## src/verilog/dbs_pkg.sv

```systemverilog
// Purpose: Shared constants for the drive boost and start-stop sequencer
// Assumes: 32-bit APB data, 100 MHz pclk
// Notes: Register byte address is four times the register index
`default_nettype none
package dbs_pkg;
   // Clocking and sequencer tick
   localparam int CLK_HZ = 100_000_000;
   localparam int TICK_MS = 10;
   localparam int TICK_CYCLES = CLK_HZ / 1000 * TICK_MS;
   localparam int TIME_W = 13;
   localparam logic [12:0] TIME_MAX = 13'h1770;
   // Register indices
   localparam int NREG_CFG = 9;
   localparam int NREG = 11;
   localparam int IDX_W = 4;
   localparam int ADDR_LSB = 2;
   localparam logic [3:0] REG_CTRL = 4'h0;
   localparam logic [3:0] REG_LIFT = 4'h1;
   localparam logic [3:0] REG_MODEL = 4'h2;
   localparam logic [3:0] REG_VOLT = 4'h3;
   localparam logic [3:0] REG_FREQ = 4'h4;
   localparam logic [3:0] REG_START = 4'h5;
   localparam logic [3:0] REG_STOP_T = 4'h6;
   localparam logic [3:0] REG_STOP_L = 4'h7;
   localparam logic [3:0] REG_DWELL = 4'h8;
   localparam logic [3:0] REG_STATUS = 4'h9;
   localparam logic [3:0] REG_VOUT = 4'ha;
   // Field positions
   localparam int CTRL_RUN = 0;
   localparam int CTRL_REV = 1;
   localparam int CTRL_VF_USER = 2;
   localparam int CTRL_BOOST = 4;
   localparam int CTRL_START = 8;
   localparam int CTRL_STOP = 9;
   localparam int LO = 0;
   localparam int MID = 8;
   localparam int HI = 16;
   localparam logic [31:0] CFG_RST [0:NREG_CFG-1] = '{
      32'h0000_0000, 32'h0000_1414, 32'h0000_0000, 32'h0064_0000, 32'h1770_0000,
      32'h0032_0000, 32'h0064_000a, 32'h01f4_0032, 32'h0000_0000};
   // Limits, in 0.1 %, percent and volts
   localparam logic [7:0] LIFT_MAX = 8'h96;
   localparam logic [7:0] INJ_MAX = 8'hc8;
   localparam logic [9:0] RATED_MIN = 10'haa;
   localparam logic [9:0] RATED_MAX = 10'h1e0;
   localparam logic [9:0] PCT_SCALE = 10'h3e8;
   // Volt/frequency ratio, fixed point
   localparam int RATIO_BITS = 10;
   localparam logic [10:0] RATIO_ONE = 11'h400;
   localparam int MODEL_SHIFT = 16;
   localparam int CUR_SHIFT = 8;
   // Modes
   localparam logic [1:0] LIFT_MANUAL = 2'h0;
   localparam logic [1:0] MODEL_BASED_LIFT = 2'h1;
   localparam logic [1:0] CURRENT_BASED_LIFT = 2'h2;
   localparam logic LAUNCH_DIRECT = 1'b0;
   localparam logic INJECTION_THEN_LAUNCH = 1'b1;
   localparam logic HALT_RAMP = 1'b0;
   localparam logic HALT_INJECT = 1'b1;
   typedef enum logic [2:0] {
      ST_IDLE, ST_LAUNCH_INJ, ST_RUN, ST_DECEL, ST_DWELL, ST_BLOCK, ST_HALT_INJ
   } dbs_state_e;
endpackage
`default_nettype wire

```

## src/verilog/dbs_drive_ctrl.sv

```systemverilog
// Purpose: Voltage lift, output voltage limit and start-stop sequencing
// Assumes: Plain APB master; vin_meas and torque_cur synchronous to pclk
// Notes: Frequency in 0.01 Hz, voltage in V, times in 10 ms ticks
`timescale 1ns/1ps
`default_nettype none
////////////////////////////////////////////////////////////////////////////////
// Summary of operation
// Manual lift mode 0 raises voltage at start and low speed by set percent.
// Forward lift percent applies only when running forward; 0.0-15.0, default 2.0.
// Reverse lift percent applies when running reverse; same range and default.
// Controller must tune motor before selecting model-based lift mode 1; the code has no tuning step and accepts mode 1 at any time.
// Mode 2 adds voltage derived from measured torque current.
// Rated voltage, 170-480 or 0, is voltage at base frequency and above.
// Rated voltage above input voltage is limited to input voltage.
// Rated zero scales from stopped input voltage; lower live input wins above base.
// Start mode 0 begins ramping toward reference at once on run.
// Start mode 1 injects DC for launch time, then accelerates.
// Launch injection amount is 0-200 percent of rated current, default 50.
// Ramp stop brings frequency to zero then stops driving.
// Injection stop ramps to threshold, default 5.00 Hz, then injects DC.
// Output is off for the pre-injection time between threshold and injection.
// Halt injection lasts the set duration, 0-60 s, default 1.00 s.
// Halt injection amount is 0-200 percent of rated current.
// Dwell below threshold is skipped; braking starts at threshold instead.
// User volt/frequency pattern disables forward and reverse lift percent.
// Halt injection end turns output off and returns to stopped state.
// Timed states use a 10 ms timer loaded on state entry.
module dbs_drive_ctrl #(
   parameter int TICK_CYCLES = dbs_pkg::TICK_CYCLES
) (
   input wire logic pclk,
   input wire logic presetn,
   input wire logic psel,
   input wire logic penable,
   input wire logic pwrite,
   input wire logic [7:0] paddr,
   input wire logic [31:0] pwdata,
   output logic [31:0] prdata,
   output logic pready,
   output logic pslverr,
   input wire logic [9:0] vin_meas,
   input wire logic [11:0] torque_cur,
   output logic [15:0] freq_cmd,
   output logic [9:0] volt_cmd,
   output logic output_on,
   output logic dc_inject,
   output logic [7:0] dc_level
);
   initial begin
      if (TICK_CYCLES < 1) $error("dbs_drive_ctrl: TICK_CYCLES must be positive");
   end
   ////////////////////////////////////////////////////////////////////////////
   // APB slave, one wait-free access phase
   logic [31:0] cfg_r [0:dbs_pkg::NREG_CFG-1];
   logic [31:0] rd_words [0:dbs_pkg::NREG-1];
   logic [31:0] prdata_r;
   logic pready_r, pslverr_r;
   wire [3:0] idx = paddr[dbs_pkg::ADDR_LSB +: dbs_pkg::IDX_W];
   wire setup = psel & ~penable;
   wire access = psel & penable & pready_r;
   wire mapped = (idx < 4'(dbs_pkg::NREG)) && (paddr[1:0] == 2'h0);
   wire ro_hit = idx >= 4'(dbs_pkg::NREG_CFG);
   wire bad = ~mapped | (pwrite & ro_hit);
   wire [31:0] rd_sel = mapped ? rd_words[idx] : 32'h0000_0000;
   genvar gi;
   generate
      for (gi = 0; gi < dbs_pkg::NREG_CFG; gi++) begin : g_cfg
         wire wr_en = access & pwrite & ~bad & (idx == 4'(gi));
         assign rd_words[gi] = cfg_r[gi];
         always_ff @(posedge pclk or negedge presetn) begin
            if (!presetn) begin
               cfg_r[gi] <= dbs_pkg::CFG_RST[gi];
            end else if (wr_en) begin
               cfg_r[gi] <= pwdata;
            end
         end
      end
   endgenerate
   always_ff @(posedge pclk or negedge presetn) begin
      if (!presetn) begin
         pready_r <= 1'b0;
         pslverr_r <= 1'b0;
         prdata_r <= 32'h0000_0000;
      end else begin
         pready_r <= setup;
         if (setup) begin
            pslverr_r <= bad;
            prdata_r <= pwrite ? 32'h0000_0000 : rd_sel;
         end
      end
   end
   assign prdata = prdata_r;
   assign pready = pready_r;
   assign pslverr = pslverr_r;
   ////////////////////////////////////////////////////////////////////////////
   // Field extraction and clamping
   wire [31:0] c_ctrl = cfg_r[dbs_pkg::REG_CTRL];
   wire [31:0] c_lift = cfg_r[dbs_pkg::REG_LIFT];
   wire [31:0] c_model = cfg_r[dbs_pkg::REG_MODEL];
   wire [31:0] c_volt = cfg_r[dbs_pkg::REG_VOLT];
   wire [31:0] c_freq = cfg_r[dbs_pkg::REG_FREQ];
   wire [31:0] c_start = cfg_r[dbs_pkg::REG_START];
   wire [31:0] c_stopt = cfg_r[dbs_pkg::REG_STOP_T];
   wire [31:0] c_stopl = cfg_r[dbs_pkg::REG_STOP_L];
   wire [31:0] c_dwell = cfg_r[dbs_pkg::REG_DWELL];
   wire run_cmd = c_ctrl[dbs_pkg::CTRL_RUN];
   wire dir_rev = c_ctrl[dbs_pkg::CTRL_REV];
   wire vf_user = c_ctrl[dbs_pkg::CTRL_VF_USER];
   wire [1:0] lift_mode = c_ctrl[dbs_pkg::CTRL_BOOST +: 2];
   wire start_mode = c_ctrl[dbs_pkg::CTRL_START];
   wire stop_mode = c_ctrl[dbs_pkg::CTRL_STOP];
   wire [7:0] fwd_raw = c_lift[dbs_pkg::LO +: 8];
   wire [7:0] rev_raw = c_lift[dbs_pkg::MID +: 8];
   wire [7:0] forward_lift_param = (fwd_raw > dbs_pkg::LIFT_MAX) ? dbs_pkg::LIFT_MAX : fwd_raw;
   wire [7:0] reverse_lift_param = (rev_raw > dbs_pkg::LIFT_MAX) ? dbs_pkg::LIFT_MAX : rev_raw;
   wire [15:0] cur_gain = c_lift[dbs_pkg::HI +: 16];
   wire [9:0] rated_raw = c_volt[dbs_pkg::LO +: 10];
   wire [9:0] rated = (rated_raw == 10'h000) ? 10'h000 :
                      (rated_raw < dbs_pkg::RATED_MIN) ? dbs_pkg::RATED_MIN :
                      (rated_raw > dbs_pkg::RATED_MAX) ? dbs_pkg::RATED_MAX : rated_raw;
   wire [15:0] ramp_step = c_volt[dbs_pkg::HI +: 16];
   wire [15:0] freq_ref = c_freq[dbs_pkg::LO +: 16];
   wire [15:0] base_raw = c_freq[dbs_pkg::HI +: 16];
   wire [15:0] base_f = (base_raw == 16'h0000) ? 16'h0001 : base_raw;
   function automatic logic [12:0] tclamp(input logic [12:0] t);
      tclamp = (t > dbs_pkg::TIME_MAX) ? dbs_pkg::TIME_MAX : t;
   endfunction
   function automatic logic [7:0] iclamp(input logic [7:0] a);
      iclamp = (a > dbs_pkg::INJ_MAX) ? dbs_pkg::INJ_MAX : a;
   endfunction
   wire [12:0] launch_injection_duration = tclamp(c_start[dbs_pkg::LO +: 13]);
   wire [7:0] launch_injection_amount = iclamp(c_start[dbs_pkg::HI +: 8]);
   wire [12:0] pre_injection_off_time = tclamp(c_stopt[dbs_pkg::LO +: 13]);
   wire [12:0] halt_injection_duration = tclamp(c_stopt[dbs_pkg::HI +: 13]);
   wire [7:0] halt_injection_amount = iclamp(c_stopl[dbs_pkg::LO +: 8]);
   wire [15:0] halt_injection_threshold = c_stopl[dbs_pkg::HI +: 16];
   wire [15:0] dwell_freq = c_dwell[dbs_pkg::LO +: 16];
   wire [12:0] dwell_time = tclamp(c_dwell[dbs_pkg::HI +: 13]);
   ////////////////////////////////////////////////////////////////////////////
   // Output voltage: base voltage, volt/frequency ratio and lift
   dbs_pkg::dbs_state_e state_r, state_nxt;
   logic [15:0] freq_r, freq_nxt;
   logic [9:0] vin_hold_r;
   wire above_base = freq_r >= base_f;
   // Stopped sample tracks supply sag only while no voltage is applied
   wire [9:0] vb_auto = (above_base && vin_meas < vin_hold_r) ? vin_meas : vin_hold_r;
   wire [9:0] vb_set = (rated > vin_meas) ? vin_meas : rated;
   wire [9:0] vbase = (rated == 10'h000) ? vb_auto : vb_set;
   wire [25:0] ratio_q = {freq_r, 10'h000} / {10'h000, base_f};
   wire [10:0] ratio = above_base ? dbs_pkg::RATIO_ONE : ratio_q[10:0];
   wire [20:0] vf_prod = vbase * ratio;
   wire [9:0] vf_v = vf_prod[dbs_pkg::RATIO_BITS +: 10];
   wire [7:0] pct_sel = dir_rev ? reverse_lift_param : forward_lift_param;
   wire [17:0] man_prod = vbase * pct_sel;
   wire [17:0] man_v = man_prod / {8'h00, dbs_pkg::PCT_SCALE};
   wire [31:0] mdl_prod = c_model[dbs_pkg::LO +: 16] * c_model[dbs_pkg::HI +: 16];
   wire [27:0] cur_prod = torque_cur * cur_gain;
   logic [19:0] lift_raw;
   always_comb begin
      case (lift_mode)
         dbs_pkg::LIFT_MANUAL: lift_raw = vf_user ? 20'h00000 : {2'h0, man_v};
         dbs_pkg::MODEL_BASED_LIFT: lift_raw = {4'h0, mdl_prod[dbs_pkg::MODEL_SHIFT +: 16]};
         dbs_pkg::CURRENT_BASED_LIFT: lift_raw = cur_prod[dbs_pkg::CUR_SHIFT +: 20];
         default: lift_raw = 20'h00000;
      endcase
   end
   // Lift fades linearly to nothing at base frequency
   wire [10:0] fade = dbs_pkg::RATIO_ONE - ratio;
   wire [30:0] lift_prod = lift_raw * fade;
   wire [19:0] lift_v = lift_prod[dbs_pkg::RATIO_BITS +: 20];
   wire [20:0] vsum = {11'h000, vf_v} + {1'b0, lift_v};
   wire [9:0] volt_nxt = (vsum > {11'h000, vbase}) ? vbase : vsum[9:0];
   ////////////////////////////////////////////////////////////////////////////
   // Start-stop sequencer
   logic tick, expired, t_load, dwell_done_r, dwell_done_nxt;
   logic [12:0] t_val;
   dbs_seq_timer #(.TICK_CYCLES(TICK_CYCLES), .TW(dbs_pkg::TIME_W)) u_timer (
      .pclk(pclk),
      .presetn(presetn),
      .load(t_load),
      .load_val(t_val),
      .tick(tick),
      .expired(expired)
   );
   wire at_thresh = freq_r <= halt_injection_threshold;
   wire dwell_ok = (dwell_freq != 16'h0000) && (dwell_freq >= halt_injection_threshold);
   wire [16:0] f_up = {1'b0, freq_r} + {1'b0, ramp_step};
   wire [15:0] f_acc = (f_up > {1'b0, freq_ref}) ? freq_ref : f_up[15:0];
   wire [15:0] f_dec = (freq_r > ramp_step) ? freq_r - ramp_step : 16'h0000;
   wire [15:0] f_dec_ref = (f_dec < freq_ref) ? freq_ref : f_dec;
   always_comb begin
      state_nxt = state_r;
      freq_nxt = freq_r;
      dwell_done_nxt = dwell_done_r;
      t_load = 1'b0;
      t_val = 13'h0000;
      case (state_r)
         dbs_pkg::ST_IDLE: begin
            freq_nxt = 16'h0000;
            dwell_done_nxt = 1'b0;
            if (run_cmd && start_mode == dbs_pkg::INJECTION_THEN_LAUNCH) begin
               state_nxt = dbs_pkg::ST_LAUNCH_INJ;
               t_load = 1'b1;
               t_val = launch_injection_duration;
            end else if (run_cmd) begin
               state_nxt = dbs_pkg::ST_RUN;
            end
         end
         dbs_pkg::ST_LAUNCH_INJ: begin
            if (!run_cmd) state_nxt = dbs_pkg::ST_IDLE;
            else if (expired) state_nxt = dbs_pkg::ST_RUN;
         end
         dbs_pkg::ST_RUN: begin
            dwell_done_nxt = 1'b0;
            if (!run_cmd) state_nxt = dbs_pkg::ST_DECEL;
            else if (tick && freq_r < freq_ref) freq_nxt = f_acc;
            else if (tick && freq_r > freq_ref) freq_nxt = f_dec_ref;
         end
         dbs_pkg::ST_DECEL: begin
            if (run_cmd) begin
               state_nxt = dbs_pkg::ST_RUN;
            end else if (stop_mode == dbs_pkg::HALT_INJECT && at_thresh) begin
               state_nxt = dbs_pkg::ST_BLOCK;
               t_load = 1'b1;
               t_val = pre_injection_off_time;
            end else if (freq_r == 16'h0000) begin
               state_nxt = dbs_pkg::ST_IDLE;
            end else if (dwell_ok && !dwell_done_r && freq_r <= dwell_freq) begin
               state_nxt = dbs_pkg::ST_DWELL;
               t_load = 1'b1;
               t_val = dwell_time;
            end else if (tick) begin
               freq_nxt = f_dec;
            end
         end
         dbs_pkg::ST_DWELL: begin
            if (expired) begin
               state_nxt = dbs_pkg::ST_DECEL;
               dwell_done_nxt = 1'b1;
            end
         end
         dbs_pkg::ST_BLOCK: begin
            freq_nxt = 16'h0000;
            if (expired) begin
               state_nxt = dbs_pkg::ST_HALT_INJ;
               t_load = 1'b1;
               t_val = halt_injection_duration;
            end
         end
         dbs_pkg::ST_HALT_INJ: begin
            if (expired) state_nxt = dbs_pkg::ST_IDLE;
         end
         default: state_nxt = dbs_pkg::ST_IDLE;
      endcase
   end
   wire drive_nxt = (state_nxt == dbs_pkg::ST_RUN) || (state_nxt == dbs_pkg::ST_DECEL) ||
                    (state_nxt == dbs_pkg::ST_DWELL);
   wire launch_nxt = state_nxt == dbs_pkg::ST_LAUNCH_INJ;
   wire halt_nxt = state_nxt == dbs_pkg::ST_HALT_INJ;
   logic [9:0] volt_r;
   logic on_r, inj_r;
   logic [7:0] lvl_r;
   always_ff @(posedge pclk or negedge presetn) begin
      if (!presetn) begin
         state_r <= dbs_pkg::ST_IDLE;
         freq_r <= 16'h0000;
         dwell_done_r <= 1'b0;
         vin_hold_r <= 10'h000;
         volt_r <= 10'h000;
         on_r <= 1'b0;
         inj_r <= 1'b0;
         lvl_r <= 8'h00;
      end else begin
         state_r <= state_nxt;
         freq_r <= freq_nxt;
         dwell_done_r <= dwell_done_nxt;
         if (state_r == dbs_pkg::ST_IDLE) vin_hold_r <= vin_meas;
         volt_r <= drive_nxt ? volt_nxt : 10'h000;
         on_r <= drive_nxt;
         inj_r <= launch_nxt | halt_nxt;
         lvl_r <= launch_nxt ? launch_injection_amount :
                  halt_nxt ? halt_injection_amount : 8'h00;
      end
   end
   assign freq_cmd = freq_r;
   assign volt_cmd = volt_r;
   assign output_on = on_r;
   assign dc_inject = inj_r;
   assign dc_level = lvl_r;
   assign rd_words[dbs_pkg::REG_STATUS] = {freq_r, 13'h0000, 3'(state_r)};
   assign rd_words[dbs_pkg::REG_VOUT] = {6'h00, vin_hold_r, 6'h00, volt_r};
   ////////////////////////////////////////////////////////////////////////////
   // Checks
   property p_user_no_lift;
      @(posedge pclk) disable iff (!presetn)
      (vf_user && lift_mode == dbs_pkg::LIFT_MANUAL) |-> lift_v == 20'h00000;
   endproperty
   a_user_no_lift: assert property (p_user_no_lift) else $error("lift with user pattern");
   property p_vin_limit;
      @(posedge pclk) disable iff (!presetn)
      (rated != 10'h000 && rated > vin_meas && drive_nxt) |=> volt_r <= $past(vin_meas);
   endproperty
   a_vin_limit: assert property (p_vin_limit) else $error("voltage above input");
   property p_base_volt;
      @(posedge pclk) disable iff (!presetn)
      (rated != 10'h000 && rated <= vin_meas && above_base && drive_nxt) |=>
         volt_r == $past(rated);
   endproperty
   a_base_volt: assert property (p_base_volt) else $error("wrong voltage above base");
   property p_direct_start;
      @(posedge pclk) disable iff (!presetn)
      (state_r == dbs_pkg::ST_IDLE && run_cmd && start_mode == dbs_pkg::LAUNCH_DIRECT) |=>
         state_r == dbs_pkg::ST_RUN && output_on;
   endproperty
   a_direct_start: assert property (p_direct_start) else $error("direct start late");
   property p_launch_inj;
      @(posedge pclk) disable iff (!presetn)
      (state_r == dbs_pkg::ST_IDLE && run_cmd && start_mode) |=>
         dc_inject && !output_on && dc_level == $past(launch_injection_amount);
   endproperty
   a_launch_inj: assert property (p_launch_inj) else $error("launch injection missing");
   property p_launch_lvl;
      @(posedge pclk) disable iff (!presetn)
      state_r == dbs_pkg::ST_LAUNCH_INJ |-> dc_level <= dbs_pkg::INJ_MAX;
   endproperty
   a_launch_lvl: assert property (p_launch_lvl) else $error("launch level too high");
   property p_ramp_end;
      @(posedge pclk) disable iff (!presetn)
      (state_r == dbs_pkg::ST_DECEL && !run_cmd && freq_r == 16'h0000 && !stop_mode) |=>
         state_r == dbs_pkg::ST_IDLE && !output_on;
   endproperty
   a_ramp_end: assert property (p_ramp_end) else $error("ramp stop did not end");
   property p_thresh;
      @(posedge pclk) disable iff (!presetn)
      (state_r == dbs_pkg::ST_DECEL && !run_cmd && stop_mode && at_thresh) |=>
         state_r == dbs_pkg::ST_BLOCK;
   endproperty
   a_thresh: assert property (p_thresh) else $error("no block at threshold");
   property p_block_off;
      @(posedge pclk) disable iff (!presetn)
      state_r == dbs_pkg::ST_BLOCK |-> !output_on && !dc_inject && volt_cmd == 10'h000;
   endproperty
   a_block_off: assert property (p_block_off) else $error("output live while blocked");
   property p_halt_end;
      @(posedge pclk) disable iff (!presetn)
      (state_r == dbs_pkg::ST_HALT_INJ && expired) |=>
         state_r == dbs_pkg::ST_IDLE && !dc_inject && !output_on;
   endproperty
   a_halt_end: assert property (p_halt_end) else $error("halt injection did not end");
   property p_skip_dwell;
      @(posedge pclk) disable iff (!presetn)
      (state_r == dbs_pkg::ST_DECEL && dwell_freq < halt_injection_threshold) |=>
         state_r != dbs_pkg::ST_DWELL;
   endproperty
   a_skip_dwell: assert property (p_skip_dwell) else $error("dwell below threshold");
endmodule
`default_nettype wire

```

## src/verilog/dbs_seq_timer.sv

```systemverilog
// Purpose: 10 ms tick and loadable down counter for timed sequencer states
// Assumes: Load and decrement never needed in the same cycle by the caller
// Notes: Expired is combinational from the count
`timescale 1ns/1ps
`default_nettype none
module dbs_seq_timer #(
   parameter int TICK_CYCLES = dbs_pkg::TICK_CYCLES,
   parameter int TW = dbs_pkg::TIME_W
) (
   input wire logic pclk,
   input wire logic presetn,
   input wire logic load,
   input wire logic [TW-1:0] load_val,
   output logic tick,
   output logic expired
);
   localparam int PW = (TICK_CYCLES > 1) ? $clog2(TICK_CYCLES) : 1;
   localparam logic [PW-1:0] PRE_LAST = PW'(TICK_CYCLES - 1);
   initial begin
      if (TICK_CYCLES < 1 || TW < 1) $error("dbs_seq_timer: bad parameters");
   end
   logic [PW-1:0] pre_r;
   logic [TW-1:0] cnt_r;
   logic tick_w;
   assign tick_w = (pre_r == PRE_LAST);
   assign tick = tick_w;
   assign expired = (cnt_r == '0);
   always_ff @(posedge pclk or negedge presetn) begin
      if (!presetn) begin
         pre_r <= '0;
         cnt_r <= '0;
      end else begin
         pre_r <= tick_w ? '0 : pre_r + 1'b1;
         if (load) begin
            cnt_r <= load_val;
         end else if (tick_w && cnt_r != '0) begin
            cnt_r <= cnt_r - 1'b1;
         end
      end
   end
endmodule
`default_nettype wire
```

## config.mk

```make
export PLATFORM = sky130hd
export DESIGN_NAME = dbs_drive_ctrl
export DESIGN_NICKNAME = d
export VERILOG_FILES = /design/src/verilog/dbs_pkg.sv /design/src/verilog/dbs_drive_ctrl.sv /design/src/verilog/dbs_seq_timer.sv
export SDC_FILE = /design/constraint.sdc
export NUM_CORES = 2
export LEC_CHECK = 0
export BUFFER_PORTS_ARGS = -buffer_cell sky130_fd_sc_hd__buf_2
export CAP_MARGIN = 20
export CORE_MARGIN = 4
export CORE_UTILIZATION = 40
export DETAILED_ROUTE_END_ITERATION = 7
export SYNTH_ARGS = -nofsm -noshare
export SYNTH_HDL_FRONTEND = slang
export SYNTH_SLANG_ARGS = --single-unit
```

## constraint.sdc

```tcl
create_clock -name pclk -period 197.8 [get_ports pclk]
set_input_delay 19.78 -clock pclk [delete_from_list [all_inputs] [get_ports pclk]]
set_output_delay 19.78 -clock pclk [all_outputs]
set_load 0.03 [all_outputs]
```

==> Word level (Yosys, flattened, before mapping) <==
Cells that the tools add are included.
{ "totals": {"ff_bits": 405, "in_bits": 67, "elab_cells": 214, "output_inout_bits": 70} }
{ "op_classes": {"bitwise_logic": 21, "n_reduce_logical": 31, "eq_ne": 30, "div_mod_pow": 2, "n_mul": 5, "n_mux": 72, "order_cmp": 25, "add_sub_neg": 6} }
{ "ops": {"columns": ["cell", "count"], "rows": [
  ["$mux W16", 12],
  ["$mux W13", 12],
  ["$bmux W32 S4", 1],
  ["$mux W32", 4],
  ["$mux W10", 8],
  ["$pmux W20 S3", 1],
  ["$mux W8", 7],
  ["$gt A13 B13 Y1 const B", 4],
  ["$pmux W16 S3", 1],
  ["$pmux W13 S3", 1],
  ["$mux W3", 12],
  ["$ge A16 B16 Y1", 2],
  ["$gt A16 B16 Y1", 2],
  ["$gt A8 B8 Y1 const B", 4],
  ["$le A16 B16 Y1", 2],
  ["$logic_not A16 Y1", 2],
  ["$lt A16 B16 Y1", 2],
  ["$mul A16 B16 Y32", 1],
  ["$mul A20 B11 Y30", 1],
  ["$mul A12 B16 Y28", 1],
  ["$div A26 B16 Y26", 1],
  ["$add A10 B20 Y21", 1],
  ["$gt A21 B10 Y1", 1],
  ["$pmux W3 S7", 1],
  ["other kinds (53)", 108]
]} }

==> Longest topological paths before layout <==
{ "depth": {"depth_word": 16, "depth_mapped": 358, "depth_no_buf": 331} }

==> Cells and area by module <==
A second synthesis with hierarchy kept.
{ "hier_totals": {"cells_unflattened": 8249, "area_unflattened_um2": 70033.4} }
{ "modules_own_cells": {"columns": ["module", "cells_each", "area_per_inst_um2", "n_inst"], "rows": [
  ["dbs_drive_ctrl", 8067, 68305.5, 1],
  ["dbs_seq_timer", 182, 1727.9, 1]
]} }

==> Worst setup path before layout <==
No wires, ideal clock.
{ "synth_timing": {"path_kind": "flip-flop to flip-flop", "start": "register cfg_r (netlist bit c_freq[31])", "end": "register volt_r[0] (netlist: volt_cmd[0])", "required_time_ps": 197664, "path_slack_ps": 129754, "n_path_buf": 38, "arrival_time_ps": 67909, "period_less_slack_ps": 68046, "path_stages_with_launch": 335, "setup_time_ps": 136, "cell_sequence": "dfrtp_1 clkbuf_1 nor2_1 and4_1 buf_2 a21o_1 inv_1 clkbuf_1 buf_1 ha_1 a21oi_1 ha_1 o21a_1 or2_2 and2_1 a211oi_1 a21o_1 ha_1 [299 not listed] a21oi_1 nor2b_1 nor2_1 xnor2_1 ha_1 a21oi_1 o21bai_1 a21oi_1 o21bai_1 a21oi_1 nor2b_1 or2_2 and2_1 a21o_1 a2111oi_2 o211ai_1 o21ai_1 a21oi_1"} }
{ "synth_via": {"elab_chain_cells": 15, "word_cells_on_any_way": 19, "cone_classes": "2 x add/sub; 3 x mul; 2 x div; 2 x order compare; 8 x mux; 2 x reduce/logical"} }
{ "synth_rtl": {"columns": ["item", "line", "rtl"], "rows": [
  ["start: declaration", "dbs_drive_ctrl.sv:54", "logic [31:0] cfg_r [0:dbs_pkg::NREG_CFG-1];"],
  ["start signal: indexed assignment", "dbs_drive_ctrl.sv:72", "cfg_r[gi] <= dbs_pkg::CFG_RST[gi];"],
  ["start signal: indexed assignment", "dbs_drive_ctrl.sv:74", "cfg_r[gi] <= pwdata;"],
  ["$logic_not A16 Y1", "dbs_drive_ctrl.sv:124", "wire [15:0] base_f = (base_raw == 16'h0000) ? 16'h0001 : base_raw;"],
  ["$mux W16 *", "dbs_drive_ctrl.sv:124", null],
  ["parallel branches: the longest is 11 deep, another holds $mul A20 B11 Y30", null, null],
  ["$mux W10 *", "dbs_drive_ctrl.sv:172", "wire [9:0] volt_nxt = (vsum > {11'h000, vbase}) ? vbase : vsum[9:0];"],
  ["$mux W10 *", "dbs_drive_ctrl.sv:278", "volt_r <= drive_nxt ? volt_nxt : 10'h000;"],
  ["end signal: assignment", "dbs_drive_ctrl.sv:278", null],
  ["end: declaration", "dbs_drive_ctrl.sv:260", "logic [9:0] volt_r;"]
]} }
Every way passes the cells marked *.
A chain may end at the register's enable or synchronous reset.

==> Worst setup path in the final report <==
{ "layout_timing": {"start": "register cfg_r (netlist bit c_freq[27])", "end": "register volt_r[3] (netlist: volt_cmd[3])"} }
The elaborated chain is that of the path after synthesis.

==> metrics.md <==
| Metric | Value |
|---|---|
| Crit path time final | 80,520 ps |
| Hold slack | 486 ps |
| Worst Setup Start Kind | flop |
| Failing checks | antenna rules |
| Final period util | 40.7% |
| Non-filler instance count after layout | 10.6k |
| Setup Fix Bufs, Post-CTS | 0 |
| Worst-Margin Slew | 1160 ps |
| CTS Buf Count | 43 |
| Share of the synthesized area in the top cell type | 17.5% |
| Worst EP arrival | 81,050 ps |
| Hold endpoint | u_timer.pre_r[0]$_DFF_PN0_ |
| Final ANT Viol Nets | 1 |
| Vias in the first global route | 61.9k |
| # DRC | 0 |
| CTS clock-pin slew for the worst setup and hold paths | 60 ps |
| Mapped Area | 69,900 um2 |
| Finish-stage setup viols | 0 |
| FMAX | 0.0124 GHz |
| # hold bufs at CTS | 0 |
| RSZ-0062 raised after global routing | no |
| Share of synthesized flip-flops with an asynchronous set or reset | 100% |
| Core area | 174,000 um2 |
| Wirelength per Cell | 22.5 um |
| Initial antenna violation count | 32 |
| Top Ports | 137 |
| Largest net degree at the start of global routing | 182 |
| Hold Crit Class | flop to flop |
| Worst Skew | 79.6 ps |
| Synth cell count leaders | inv_1 (941), nand2_1 (931), ha_1 (786) |
| Most common cell in the netlist | inv_1 |
| DIE HEIGHT | 426 um |
| Worst setup EP type | flop |
| Clk Latency, worst-skew pair | 640 ps |
| Die width | 426 um |
| First-pass GRT wire length | 371,000 um |
| Outcome | complete, but fails checks |
| Gpl congestion | 0.988 |
| CP most frequent cell | a21oi_1 |
| Ratio of cells with drive above 1 in the final layout | 10.1% |
| Storage cell area | 10,200 um2 |
| Mean Syn Cell Area | 8.46 um2 |
| Hold Path Depth | 1 |
| Prevailing post-synth register cell | dfrtp_1 |
| # port buffers | 134 |
| Layout Area Growth over Synthesis | 7.22% |
| Footprint of the multi-input gates | 55,000 um2 |
| Filler instances | 17.4k |
| Post-synthesis sequential area ratio | 14.6% |
| Synth cell types | 130 |
| Crit Path Max Fanout | 33 |
| Hold path startpoint | u_timer.pre_r[0]$_DFF_PN0_ |
| WS Path Type | flop to flop |
| Slowest Stage Delay on Critical Path | 860 ps |
| Hold Vio Cnt, Final | 0 |
| Total number of vias | 61.9k |
| Placed Area | 73,300 um2 |
| Worst R2R End | volt_cmd[3]$_DFF_PN0_ |
| Max-slew violations | 0 |
| Clock root cell | clkbuf_16 |
| Core Rows | 153 |
| Cell count after synthesis | 8,268 |
| GRT overflow | 0 |
| TNS Setup | 0 ps |
| Most area-consuming cells after synthesis | fa_1 (17%), ha_1 (14%), dfrtp_1 (13%), inv_1 (5.1%), nand2_1 (5.0%) |
| Slowest CP cell | a21o_1 |
| Leading area contributor after synthesis | fa_1 |
| DR iter-0 viols | 5,121 |
| Synth Register Bits | 405 |
| R2R cell count | 309 |
| Max-slew headroom | 22.5% |
| Max Cap Viol | 0 |
| Placed Cells | 10.5k |
| R2R Path Start | c_freq[27]$_DFFE_PN0P_ |
| CP required | 198,330 ps |
| Die area | 182,000 um2 |
| Vias/cell | 5.82 |
| Post-DP HPWL | 189,000 um |
| Layout net count | 9,722 |
| Post-CTS sizing | 0 |
| Fin area | 75,000 um2 |
| Reg-to-reg slack, setup | 117,280 ps |
| Bufs on Longest Clock Path | 3 |
| CTS Sinks | 405 |
| Syn Nets | 9,732 |
| H-tree levels | 2 |
| Yosys warnings | 0 |
| CTS tree | done |
| Starting Density | 40.2% |
| Global router's overall resource usage | 26.2% |
| EDFF count, synth | 0 |
| Drt pass-1 iters | 6 |
| Routed wire length | 240,000 um |
[critical path: cells and delay by family (launching register included)]
family | cells | cell delay (ps)
compound gates | 176 | 45220
xor+xnor | 3 | 1260
fa+ha+maj | 36 | 12030
buf+inv | 16 | 2970
flops | 1 | 420
mux | 4 | 1250
simple gates | 74 | 17060
[cell families after synthesis]
family	after synthesis	share of synthesized area (%)
AOI/OAI and AO/OA	1837	17.2
xor gates and xnor gates	352	4.43
adders and majority gates	1400	31.6
buffers and inverters	1268	6.87
DFF	405	14.6
muxes	424	7.75
other	1	0.00536
and+or+nand+nor	2581	17.5
[cell usage in the layout, fill, tap and decap left out, drive strengths merged, types with 90 or more instances in the layout]
master | netlist | final
ha | 786 | 786
nand2 | 933 | 933
dfrtp | 374 | 374
a21oi | 450 | 450
xnor2 | 244 | 244
nand4 | 90 | 90
and2 | 259 | 259
inv | 942 | 945
o21ai | 473 | 473
xor2 | 107 | 107
nand3 | 124 | 124
fa | 611 | 611
nand2b | 113 | 113
nor2 | 616 | 616
nor3 | 123 | 123
a21o | 148 | 148
buf | 48 | 267
mux2 | 289 | 289
[flip-flops by register name (all words and copies together) (netlist names), 13 cells and up]
signal	cells
c_ctrl	32
c_dwell	32
c_freq	32
c_lift	32
c_model	32
c_start	32
c_stopl	32
c_stopt	32
c_volt	32
prdata	32
u_timer.pre_r	20
freq_cmd	16
u_timer.cnt_r	13
[metal layers]
layer	up-vias	part of all wire, %	global-route usage [%]
li1	28600	-	-
met5	-	0.034	0
met3	458	6.2	2.99
met1	30900	43	35.1
met2	2006	46	43.3
met4	14	4.6	10.3
[how the worst max path moves through the flow]
stage                                        to  cells past startpoint  slack (ps)                   start
after detailed placement  volt_cmd[3]$_DFF_PN0_                    311      118790  c_freq[27]$_DFFE_PN0P_
after CTS                 volt_cmd[3]$_DFF_PN0_                    312      118500  c_freq[27]$_DFFE_PN0P_
after floorplan           volt_cmd[0]$_DFF_PN0_                    334      129750  c_freq[31]$_DFFE_PN0P_
after global placement    volt_cmd[4]$_DFF_PN0_                    311      119380  c_freq[27]$_DFFE_PN0P_
final                     volt_cmd[3]$_DFF_PN0_                    309      117280  c_freq[27]$_DFFE_PN0P_
after global routing      volt_cmd[1]$_DFF_PN0_                    315      110890  c_freq[27]$_DFFE_PN0P_
[per-stage QoR]
step	utilization, %	setup WS (ps)
floorplan	-	129750
global route	43.1	110890
CTS	43.1	118500
finish	43.1	117280
global placement	42.2	119380
detailed placement	42.2	118790
[cell type report]
cell class	instances	area share [%]
timing repair buffer	267	2.29
sequential	405	13.6
inverter	946	4.74
clock inverter	14	0.371
antenna	21	0.0701
clock buffer	64	1.67
multi-input combinational	6595	73.4
tap	2325	3.88
Power is left out: the tool's default activity adds up to more than one toggle a clock period on the data nets, which glitch-free logic cannot reach.
